## src/design/boot_mode_params.svh

```systemverilog
`ifndef BOOT_MODE_PARAMS_SVH
`define BOOT_MODE_PARAMS_SVH

// ----------
// clock
// ----------
`define MCLK_PERIOD_NS   10
`define CYC_PER_MS       (1000000 / `MCLK_PERIOD_NS)

// ----------
// timing
// ----------
`define RESET_MIN_CYCLES 12
`define PROG_TIME_NS     20000
`define PROG_CYCLES      (`PROG_TIME_NS / `MCLK_PERIOD_NS)
`define ERASE_TIME_MS    30000
`define VERIFY_CYCLES    2

// ----------
// register offsets
// ----------
`define MODE_STATUS_OFS  8'h00
`define FLASH_CMD_OFS    8'h04
`define FLASH_STATUS_OFS 8'h08
`define FLASH_CTRL_OFS   8'h0c

// ----------
// field positions
// ----------
`define CMD_BLOCK_LSB    4
`define CMD_MASK_LSB     16
`define ST_DONE_BIT      1
`define ST_REFUSED_BIT   2

// ----------
// reset values
// ----------
`define CTRL_RESET       1'b0
`define PROTECT_RESET    16'h0000

`endif

```

## src/design/boot_mode_pkg.sv

```systemverilog
package boot_mode_pkg;

  // flash operating mode, one-hot
  typedef enum logic [3:0] {
    MODE_ICHIP  = 4'h1,  // single chip, interleaved fetch
    MODE_SCHIP  = 4'h2,  // single chip, one-clock fetch
    MODE_SBOOT  = 4'h4,  // serial boot from mask rom
    MODE_WRITER = 4'h8   // external programmer, core halted
  } mode_e;

  // flash command codes
  typedef enum logic [2:0] {
    CMD_NONE     = 3'h0,
    CMD_PROG     = 3'h1,
    CMD_SEC_PROG = 3'h2,
    CMD_CHIP_ERS = 3'h3,
    CMD_BLK_ERS  = 3'h4,
    CMD_MULT_ERS = 3'h5,
    CMD_PROTECT  = 3'h6
  } cmd_e;

  // command engine states, one-hot
  typedef enum logic [2:0] {
    ENG_IDLE   = 3'h1,
    ENG_WORK   = 3'h2,
    ENG_VERIFY = 3'h4
  } eng_e;

endpackage

```

## src/design/flash_cmd_if.sv

```systemverilog
`timescale 1ns/1ps

// command path between the register side and the flash engine
interface flash_cmd_if;
  logic                start;    // one-cycle command pulse
  boot_mode_pkg::cmd_e cmd;      // command code
  logic [3:0]          block;    // target block
  logic [15:0]         mask;     // multi-block erase selection
  logic                sec_en;   // security arm from software
  logic                busy;     // algorithm running
  logic                done;     // one-cycle completion pulse
  logic                refused;  // one-cycle refusal pulse
  logic                secure;   // stored data hidden from programmer
  logic [15:0]         protect;  // per-block protection

  modport ctrl (output start, cmd, block, mask, sec_en,
                input  busy, done, refused, secure, protect);
  modport eng  (input  start, cmd, block, mask, sec_en,
                output busy, done, refused, secure, protect);
endinterface

```

## src/design/flash_cmd_engine.sv

```systemverilog
`timescale 1ns/1ps
`include "boot_mode_params.svh"

module flash_cmd_engine #(
  parameter logic [31:0] ERASE_CYCLES = 32'd1000
) (
  input  wire logic   clk,
  input  wire logic   rst,
  flash_cmd_if.eng    cif
);

  // ----------
  // state
  // ----------
  typedef struct packed {
    boot_mode_pkg::eng_e state;    // engine phase
    boot_mode_pkg::cmd_e op;       // operation in flight
    logic [31:0]         cnt;      // cycles left in phase
    logic                done;     // completion pulse
    logic                refused;  // refusal pulse
    logic                secure;   // security latched
    logic [15:0]         protect;  // protection bits
  } eng_s;

  eng_s st;       // registered state
  eng_s next_st;  // next state

  // ----------
  // sequencing
  // ----------
  // whole algorithm runs in hardware after one command pulse
  always_comb begin
    next_st         = st;
    next_st.done    = 1'b0;
    next_st.refused = 1'b0;
    case (st.state)
      boot_mode_pkg::ENG_IDLE: begin
        if (cif.start) begin
          case (cif.cmd)
            // protection set only by command R11
            boot_mode_pkg::CMD_PROTECT: begin
              next_st.protect[cif.block] = 1'b1;
              next_st.done               = 1'b1;
            end
            boot_mode_pkg::CMD_PROG,
            boot_mode_pkg::CMD_SEC_PROG,
            boot_mode_pkg::CMD_BLK_ERS: begin
              if (st.protect[cif.block]) begin
                next_st.refused = 1'b1;
              end else begin
                next_st.op    = cif.cmd;
                next_st.state = boot_mode_pkg::ENG_WORK;
                next_st.cnt   = (cif.cmd == boot_mode_pkg::CMD_BLK_ERS)
                              ? ERASE_CYCLES : 32'(`PROG_CYCLES);
              end
            end
            // chip and multi erase start with no protection check
            boot_mode_pkg::CMD_CHIP_ERS,
            boot_mode_pkg::CMD_MULT_ERS: begin
              next_st.op    = cif.cmd;
              next_st.state = boot_mode_pkg::ENG_WORK;
              next_st.cnt   = ERASE_CYCLES;
            end
            default: begin
              next_st.refused = 1'b1;
            end
          endcase
        end
      end
      boot_mode_pkg::ENG_WORK: begin
        // no suspend or resume: new commands bounce R12
        next_st.refused = cif.start;
        if (st.cnt <= 32'd1) begin
          next_st.state = boot_mode_pkg::ENG_VERIFY;
          next_st.cnt   = 32'(`VERIFY_CYCLES);
        end else begin
          next_st.cnt = st.cnt - 32'd1;
        end
      end
      boot_mode_pkg::ENG_VERIFY: begin
        next_st.refused = cif.start;
        if (st.cnt <= 32'd1) begin
          // security program arms read blocking R13
          if (st.op == boot_mode_pkg::CMD_SEC_PROG && cif.sec_en) begin
            next_st.secure = 1'b1;
          end
          next_st.done  = 1'b1;
          next_st.state = boot_mode_pkg::ENG_IDLE;
        end else begin
          next_st.cnt = st.cnt - 32'd1;
        end
      end
      default: begin
        next_st.state = boot_mode_pkg::ENG_IDLE;
      end
    endcase
    if (rst) begin
      next_st = '{state: boot_mode_pkg::ENG_IDLE,
                  op: boot_mode_pkg::CMD_NONE, cnt: 32'h0,
                  done: 1'b0, refused: 1'b0, secure: 1'b0,
                  protect: `PROTECT_RESET};
    end
  end

  // state register
  always_ff @(posedge clk) begin
    st <= next_st;
  end

  // outputs
  assign cif.busy    = (st.state != boot_mode_pkg::ENG_IDLE);
  assign cif.done    = st.done;
  assign cif.refused = st.refused;
  assign cif.secure  = st.secure;
  assign cif.protect = st.protect;

endmodule

```

## src/design/flash_boot_mode_select.sv

```systemverilog
`timescale 1ns/1ps
`include "boot_mode_params.svh"

// Functional notes
// straps pick flash mode during reset
// boot and interleave pins freed after reset
// core runs after reset except writer mode
// programmer holds reset low in writer mode
// mode straps stay stable while mode used
// writer mode pin0 high, pins1-2 low
// don't-care straps driven, never floating
// reset held at least twelve clocks
// single chip fetches flash, fetch per strap
// single boot runs from mask boot rom
// block protection only by software command
// no erase suspend or resume
// extra security auto-program command
// security blocks programmer data reads
// program and erase sequenced in hardware
// no hardware normal/user-boot selection
// board straps interleave at high clock
// straps captured at reset release, held
module flash_boot_mode_select #(
  parameter logic [31:0] ERASE_CYCLES =
    32'(64'(`ERASE_TIME_MS) * 64'(`CYC_PER_MS))
) (
  input  wire logic        MCLK,
  input  wire logic        RESET,
  input  wire logic        WIDTH_STRAP_A,
  input  wire logic        WIDTH_STRAP_B,
  input  wire logic        BOOT_SELECT_STRAP,
  input  wire logic        INTERLEAVE_SELECT_STRAP,
  input  wire logic        PORT4_PIN0,
  input  wire logic        PORT4_PIN1,
  input  wire logic        PORT4_PIN2,
  input  wire logic        EXT_READ_REQ,
  input  wire logic        PSEL,
  input  wire logic        PENABLE,
  input  wire logic        PWRITE,
  input  wire logic [7:0]  PADDR,
  input  wire logic [31:0] PWDATA,
  output logic      [31:0] PRDATA,
  output logic             PREADY,
  output logic             PSLVERR,
  output logic             CPU_RUN,
  output logic             FETCH_FLASH,
  output logic             FETCH_INTERLEAVE,
  output logic             FETCH_BOOT_ROM,
  output logic             STRAP_PINS_FREE,
  output logic             WRITER_PIN_FAULT,
  output logic             RESET_TOO_SHORT,
  output logic             EXT_READ_GRANT
);

  // ----------------------------------------------------------------------
  // pin vector positions
  // ----------------------------------------------------------------------
  localparam int PIN_BWA  = 0;  // width strap a
  localparam int PIN_BWB  = 1;  // width strap b
  localparam int PIN_BOOT = 2;  // boot select, low selects serial boot
  localparam int PIN_ILV  = 3;  // interleave select
  localparam int PIN_P40  = 4;  // port 4 pin 0
  localparam int PIN_P41  = 5;  // port 4 pin 1
  localparam int PIN_P42  = 6;  // port 4 pin 2
  localparam int PIN_XRD  = 7;  // programmer read request

  // ----------------------------------------------------------------------
  // state
  // ----------------------------------------------------------------------
  typedef struct packed {
    logic [7:0]           s1;         // first sync stage
    logic [7:0]           s2;         // second sync stage
    logic [7:0]           s3;         // third sync stage
    logic [7:0]           pins;       // filtered pin levels
    logic                 was_rst;    // reset seen last cycle
    logic [3:0]           rst_cnt;    // reset length, saturating
    logic                 short_rst;  // last reset too short
    boot_mode_pkg::mode_e mode;       // captured flash mode
    logic                 captured;   // mode valid
    logic                 wr_fault;   // writer port pins wrong
    logic                 rd_grant;   // programmer read allowed
    logic                 done_st;    // sticky command done
    logic                 ref_st;     // sticky command refused
    logic                 sec_en;     // security arm bit
    logic                 start;      // command pulse
    boot_mode_pkg::cmd_e  cmd;        // command code
    logic [3:0]           block;      // command block
    logic [15:0]          mask;       // command block mask
    logic [31:0]          rdata;      // read data
  } top_s;

  top_s st;       // registered state
  top_s next_st;  // next state

  flash_cmd_if cif ();  // command path to the engine

  logic [7:0] pin_raw;  // raw asynchronous pins

  // ----------------------------------------------------------------------
  // helpers
  // ----------------------------------------------------------------------
  // strap decode: both width straps high give the running modes
  // no strap for user boot: software picks normal or user boot
  function automatic boot_mode_pkg::mode_e decode_mode(
    input logic [7:0] p
  );
    if (!(p[PIN_BWA] && p[PIN_BWB])) begin
      decode_mode = boot_mode_pkg::MODE_WRITER;
    end else if (!p[PIN_BOOT]) begin
      decode_mode = boot_mode_pkg::MODE_SBOOT;
    end else if (p[PIN_ILV]) begin
      decode_mode = boot_mode_pkg::MODE_ICHIP;
    end else begin
      decode_mode = boot_mode_pkg::MODE_SCHIP;
    end
  endfunction

  // address decode, used only by the error answer
  function automatic logic addr_hit(input logic [7:0] a);
    addr_hit = (a == `MODE_STATUS_OFS) || (a == `FLASH_CMD_OFS) ||
               (a == `FLASH_STATUS_OFS) || (a == `FLASH_CTRL_OFS);
  endfunction

  assign pin_raw = {EXT_READ_REQ, PORT4_PIN2, PORT4_PIN1, PORT4_PIN0,
                    INTERLEAVE_SELECT_STRAP, BOOT_SELECT_STRAP,
                    WIDTH_STRAP_B, WIDTH_STRAP_A};

  // ----------------------------------------------------------------------
  // next state
  // ----------------------------------------------------------------------
  always_comb begin
    next_st       = st;
    next_st.start = 1'b0;

    // three-stage synchroniser, accept once stages two and three agree
    next_st.s1 = pin_raw;
    next_st.s2 = st.s1;
    next_st.s3 = st.s2;
    for (int i = 0; i < 8; i++) begin
      if (st.s2[i] == st.s3[i]) begin
        next_st.pins[i] = st.s3[i];
      end
    end

    next_st.was_rst = RESET;

    // mode capture on the first cycle after reset release
    if (st.was_rst && !RESET) begin
      next_st.mode     = decode_mode(st.pins);
      next_st.captured = 1'b1;
      next_st.short_rst =
        (st.rst_cnt < 4'(`RESET_MIN_CYCLES));
    end

    // writer port pins watched for the whole of writer mode
    next_st.wr_fault = st.captured &&
      (st.mode == boot_mode_pkg::MODE_WRITER) &&
      !(st.pins[PIN_P40] && !st.pins[PIN_P41] &&
        !st.pins[PIN_P42]);

    // programmer reads only in writer mode, never when secure
    next_st.rd_grant = st.captured &&
      (st.mode == boot_mode_pkg::MODE_WRITER) &&
      st.pins[PIN_XRD] && !cif.secure;

    // sticky flags: engine pulse wins over a software clear
    if (PSEL && PENABLE && PWRITE && PADDR == `FLASH_STATUS_OFS) begin
      if (PWDATA[`ST_DONE_BIT]) begin
        next_st.done_st = 1'b0;
      end
      if (PWDATA[`ST_REFUSED_BIT]) begin
        next_st.ref_st = 1'b0;
      end
    end
    if (cif.done) begin
      next_st.done_st = 1'b1;
    end
    if (cif.refused) begin
      next_st.ref_st = 1'b1;
    end

    // register writes, taken in the access phase
    if (PSEL && PENABLE && PWRITE) begin
      case (PADDR)
        `FLASH_CMD_OFS: begin
          // one write hands the whole algorithm to hardware R15
          next_st.start = 1'b1;
          next_st.cmd   = boot_mode_pkg::cmd_e'(PWDATA[2:0]);
          next_st.block = PWDATA[`CMD_BLOCK_LSB +: 4];
          next_st.mask  = PWDATA[`CMD_MASK_LSB +: 16];
        end
        `FLASH_CTRL_OFS: begin
          next_st.sec_en = PWDATA[0];
        end
        default: begin
          next_st.sec_en = st.sec_en;
        end
      endcase
    end

    // read data loaded in the setup phase
    if (PSEL && !PENABLE && !PWRITE) begin
      case (PADDR)
        `MODE_STATUS_OFS: begin
          next_st.rdata = {24'h0, st.short_rst, st.wr_fault,
                           st.captured, 1'b0, st.mode};
        end
        `FLASH_CMD_OFS: begin
          next_st.rdata = {st.mask, 8'h0, st.block, 1'b0, st.cmd};
        end
        `FLASH_STATUS_OFS: begin
          next_st.rdata = {cif.protect, 12'h0, cif.secure, st.ref_st,
                           st.done_st, cif.busy};
        end
        `FLASH_CTRL_OFS: begin
          next_st.rdata = {31'h0, st.sec_en};
        end
        default: begin
          next_st.rdata = 32'h0;
        end
      endcase
    end

    // synchronous reset: pins keep sampling, reset length counted
    if (RESET) begin
      // first reset cycle restarts the count, even from power-up
      if (st.was_rst) begin
        if (st.rst_cnt != 4'hf) begin
          next_st.rst_cnt = st.rst_cnt + 4'h1;
        end
      end else begin
        next_st.rst_cnt = 4'h1;
      end
      next_st.short_rst = 1'b0;
      next_st.mode      = boot_mode_pkg::MODE_SCHIP;
      next_st.captured  = 1'b0;
      next_st.wr_fault  = 1'b0;
      next_st.rd_grant  = 1'b0;
      next_st.done_st   = 1'b0;
      next_st.ref_st    = 1'b0;
      next_st.sec_en    = `CTRL_RESET;
      next_st.start     = 1'b0;
      next_st.cmd       = boot_mode_pkg::CMD_NONE;
      next_st.block     = 4'h0;
      next_st.mask      = 16'h0000;
      next_st.rdata     = 32'h0;
    end
  end

  // state register
  always_ff @(posedge MCLK) begin
    st <= next_st;
  end

  // ----------------------------------------------------------------------
  // flash command engine
  // ----------------------------------------------------------------------
  assign cif.start  = st.start;
  assign cif.cmd    = st.cmd;
  assign cif.block  = st.block;
  assign cif.mask   = st.mask;
  assign cif.sec_en = st.sec_en;

  // program and erase algorithms, verify included
  flash_cmd_engine #(
    .ERASE_CYCLES (ERASE_CYCLES)
  ) engine (
    .clk (MCLK),
    .rst (RESET),
    .cif (cif)
  );

  // ----------------------------------------------------------------------
  // apb answer
  // ----------------------------------------------------------------------
  // zero wait states, error on unmapped offsets
  assign PREADY  = 1'b1;
  assign PSLVERR = PSEL && PENABLE && !addr_hit(PADDR);
  assign PRDATA  = st.rdata;

  // ----------------------------------------------------------------------
  // mode outputs
  // ----------------------------------------------------------------------
  // core held in writer mode, which the programmer keeps in reset R3 R4
  assign CPU_RUN = st.captured &&
                   (st.mode != boot_mode_pkg::MODE_WRITER);

  // single chip runs from flash, fetch style from the captured strap R9
  assign FETCH_FLASH = st.captured &&
    (st.mode == boot_mode_pkg::MODE_ICHIP ||
     st.mode == boot_mode_pkg::MODE_SCHIP);
  assign FETCH_INTERLEAVE = st.captured &&
    (st.mode == boot_mode_pkg::MODE_ICHIP);

  // serial boot runs the mask rom loader
  assign FETCH_BOOT_ROM = st.captured &&
    (st.mode == boot_mode_pkg::MODE_SBOOT);

  // once captured, the straps no longer matter to the mode
  assign STRAP_PINS_FREE  = st.captured;
  assign WRITER_PIN_FAULT = st.wr_fault;
  assign RESET_TOO_SHORT  = st.short_rst;
  assign EXT_READ_GRANT   = st.rd_grant;

endmodule

```

## config.mk

```make
export PLATFORM = sky130hd
export DESIGN_NAME = flash_boot_mode_select
export DESIGN_NICKNAME = d
export VERILOG_FILES = /design/src/design/boot_mode_pkg.sv /design/src/design/flash_cmd_if.sv /design/src/design/flash_cmd_engine.sv /design/src/design/flash_boot_mode_select.sv
export VERILOG_INCLUDE_DIRS = /design/src /design/src/design
export SDC_FILE = /design/constraint.sdc
export NUM_CORES = 1
export LEC_CHECK = 0
export ABC_CLOCK_PERIOD_IN_PS = 7500
export BUFFER_PORTS_ARGS = -buffer_cell sky130_fd_sc_hd__buf_2
export CAP_MARGIN = 20
export CORE_UTILIZATION = 50
export DETAILED_ROUTE_END_ITERATION = 16
export GPL_TIMING_DRIVEN = 0
export PLACE_DENSITY = 0.71
export SLEW_MARGIN = 15
export SYNTH_ARGS = -nofsm -noshare
export SYNTH_HDL_FRONTEND = slang
export SYNTH_SLANG_ARGS = --single-unit
export TNS_END_PERCENT = 30
```

## constraint.sdc

```tcl
create_clock -name MCLK -period 7.5 [get_ports MCLK]
set_input_delay 0.75 -clock MCLK [delete_from_list [all_inputs] [get_ports MCLK]]
set_output_delay 0.75 -clock MCLK [all_outputs]
set_load 0.01 [all_outputs]
```

==> results.toml <==
[clocking]
htreeDepth = 4
cts-root-buf = "clkbuf_16"
clockBufferDepth = 2
clk_latency_ps = 430
cts_num_sinks = 153
cts.clk_slew.worst_paths_ps = 60
post_cts_resize_count = 0
cts-hold-fix-buffers = 0
cts_setup_buffers = 0
numCtsBuffers = 17
cts_tree = "yes"

[yosys]
yosysTopAreaCell = "dfxtp_1"
synth.area.top_cells = "dfxtp_1 43%, a21oi_1 6.4%, nor2_1 6.2%"
yosysSeqAreaShare = 0.481
ys.flop_type = "dfxtp_1"
ys_async_sr_fraction = 0
netlist.area_leader.share = 0.427
synth.distinct_cells = 61
netlist_area_um2 = 6620
avgSynthCellArea_um2 = 8.71
synth_seq_cells = 153
yosys_warnings = 0
synth_edf_count = 12
syn_inst = 760

[place]
placement.io_buffers = 74
globalplace.congestion = 0.885
hpwl_um = 11700

[layout]
multi_input_area_um2 = 3010
antenna_cells = 0
drive_gt1_frac = 0.190
nets = 916
syn2layout_area_growth_pct = 18.1
final_util = 0.612
seq_area_um2 = 3180
fill_cells = 1099

[critical_path]
timing.rr.start = "engine.st[23]"
crit_fanout = 10
critical_path.top_delay_family = "simple AND/OR/NAND/NOR gates"
cp_slowest_cell = "or4_1"
crit_arrival_ps = 3510
crit_buf_inv = 1
critPathKind = "flip-flop to flip-flop"
crit_chain = "or4_1, or4_4, nor4_4, a21oi_1, clkbuf_1, o21a_1, o21ai_0, a21oi_1"
required_ps = 7790
cp-start-kind = "flip-flop"
timing.rr.end = "engine.st[38]"
reg2reg_depth = 8
max_stage_delay_ps = 590
end_kind = "flip-flop"
critPathMostFrequentCell = "a21oi_1"
rrSetupSlack_ps = 4280

[power_and_ir_drop]
vdd_ir_drop_max_mv = 0.107
power_density_nw_per_um2 = 225
leakage_uw = 0.00307
total_power_uw = 1760

[timing]
hold_viol_final = 0
setup_violations = 0
rsz0062_at_grt = "false"
tightest_slew_ps = 892
fin_skew_ps = 14.1
relSlewSlack = 0.400
min_period_over_period = 0.429
max_freq_ghz = 0.311
finalCriticalPeriod_ps = 3220
fin_setup_tns_ps = 0
slew_viol_final = 0

[routing]
ant_nets = 0
routed-via-count = 5904
via_per_inst = 5.65
drt-total-wl_um = 16100
drtIter0Drc = 374
drtPass1Iterations = 5
drc = 0
wl_per_cell_um = 15.5

[die]
io-pin-count = 95
die_w_um = 117
initial_core_util = 0.518
row_count = 41
core_um2 = 12800
die_area_um2 = 13700
die_h_um = 117

[worst_hold_path]
hp-start = "next_st[90]"
hold_depth = 0
hold_end = "next_st[82]"
hold_class = "flip-flop to flip-flop"

[grt]
antenna_found_initial = 0
grt_pass1_wl_um = 25900
globalRouteTotalUtil = 0.247
grt_max_degree = 17
grt_pass1_vias = 5419
gr-total-overflow = 0

[outcome]
status = "complete, no violations"

[job]
cap_violations = 0
sequential cells by signal, indices dropped and copies added, names as in the netlist:
register and count:
engine.cif.secure 1, next_st 16, STRAP_PINS_FREE 1, cif.block 4
engine.cif.refused 1, RESET_TOO_SHORT 1, cif.cmd 3, cif.start 1
PRDATA 24, cif.sec_en 1, cif.mask 16, engine.cif.done 1
EXT_READ_GRANT 1, engine.st 38, st 27, engine.cif.protect 16
WRITER_PIN_FAULT 1
synthesized netlist by cell type (all sizes together), types with 9 or more instances:
| library cell | number |
|---|---|
| a22oi | 19 |
| a22o | 16 |
| a31oi | 10 |
| o21ai | 46 |
| nor2 | 110 |
| nor4 | 12 |
| a21oi | 84 |
| nand2 | 78 |
| clkbuf | 36 |
| buf | 41 |
| edfxtp | 12 |
| nor3 | 34 |
| nand3 | 9 |
| mux2i | 11 |
| xnor2 | 10 |
| dfxtp | 141 |
area by class of cell:
type,instances,share of cell area
repair buffers,74,0.0474
flip-flops and latches,153,0.407
well taps,172,0.0275
clock buffers,17,0.0544
inverters,6,0.00288
plain buffers,77,0.0551
multi-input cells,531,0.385
clock inverters,15,0.0207
through the flow:
step | cell area [um^2] | hold WS (ps) | setup slack, ps | std cells
after floorplan | 6640 | 310 | 4810 | 767
after global placement | 7230 | 311 | 4370 | 1013
after detailed placement | 7230 | 312 | 4310 | 1013
after CTS | 7820 | 328 | 4310 | 1045
after global routing | 7820 | 333 | 4080 | 1045
final | 7820 | 326 | 4280 | 1045
power by group:
| group | total, uW | switching, uW | internal, uW | leakage [uW] |
|---|---|---|---|---|
| Clock | 850 | 354 | 495 | 0.000280 |
| Sequential | 847 | 8.71 | 839 | 0.00126 |
| Combinational | 58.1 | 34.8 | 23.4 | 0.00152 |
| Total | 1760 | 398 | 1360 | 0.00307 |
metal layers:
metal  vias to the layer above  track usage  wire length, um
met2                       229        0.419             7780
met5                         -            0                0
met3                        27       0.0556             1150
li1                       2867            -                -
met4                         0       0.0920              274
met1                      2781        0.307             6940
cell usage in the layout, fill, tap and decap left out, drive strengths merged, types with 4 or more instances in the layout:
cell type / count
xnor2: 10
buf: 115
nor3b: 7
mux2i: 11
nor2: 110
nand2: 78
or3: 6
a22oi: 19
a21oi: 84
nor2b: 5
edfxtp: 12
dfxtp: 141
nor3: 34
nor4: 12
nor4b: 4
mux4: 4
a22o: 16
inv: 13
clkbuf: 53
nand3: 9
conb: 9
or4: 6
a31oi: 10
a311oi: 5
o21ai: 46
nand2b: 6
logic make-up (layout without fill, tap and decap cells):
logic type	Yosys count	count (layout)	share of synthesized area
flip-flops	153	153	0.481
other	2	9	0.00114
XOR/XNOR	12	12	0.0159
multiplexers	17	17	0.0337
adder cells (fa/ha/maj)	3	3	0.00567
AND/OR/NAND/NOR	291	291	0.210
AO/OA/AOI/OAI	199	199	0.184
buffers and inverters	83	189	0.0685
how the worst max path moves through the flow:
stage,startpoint,end,slack (ps),cells after the start
global route,engine.st[23],engine.st[43],4080,8
floorplan,engine.st[23],engine.st[45],4810,7
CTS,engine.st[23],engine.st[38],4310,8
global placement,PADDR[2],cif.mask[15],4370,9
finish,engine.st[23],engine.st[38],4280,8
detailed placement,PADDR[5],PRDATA[24],4310,8
Power figures use the tool's default switching activity.
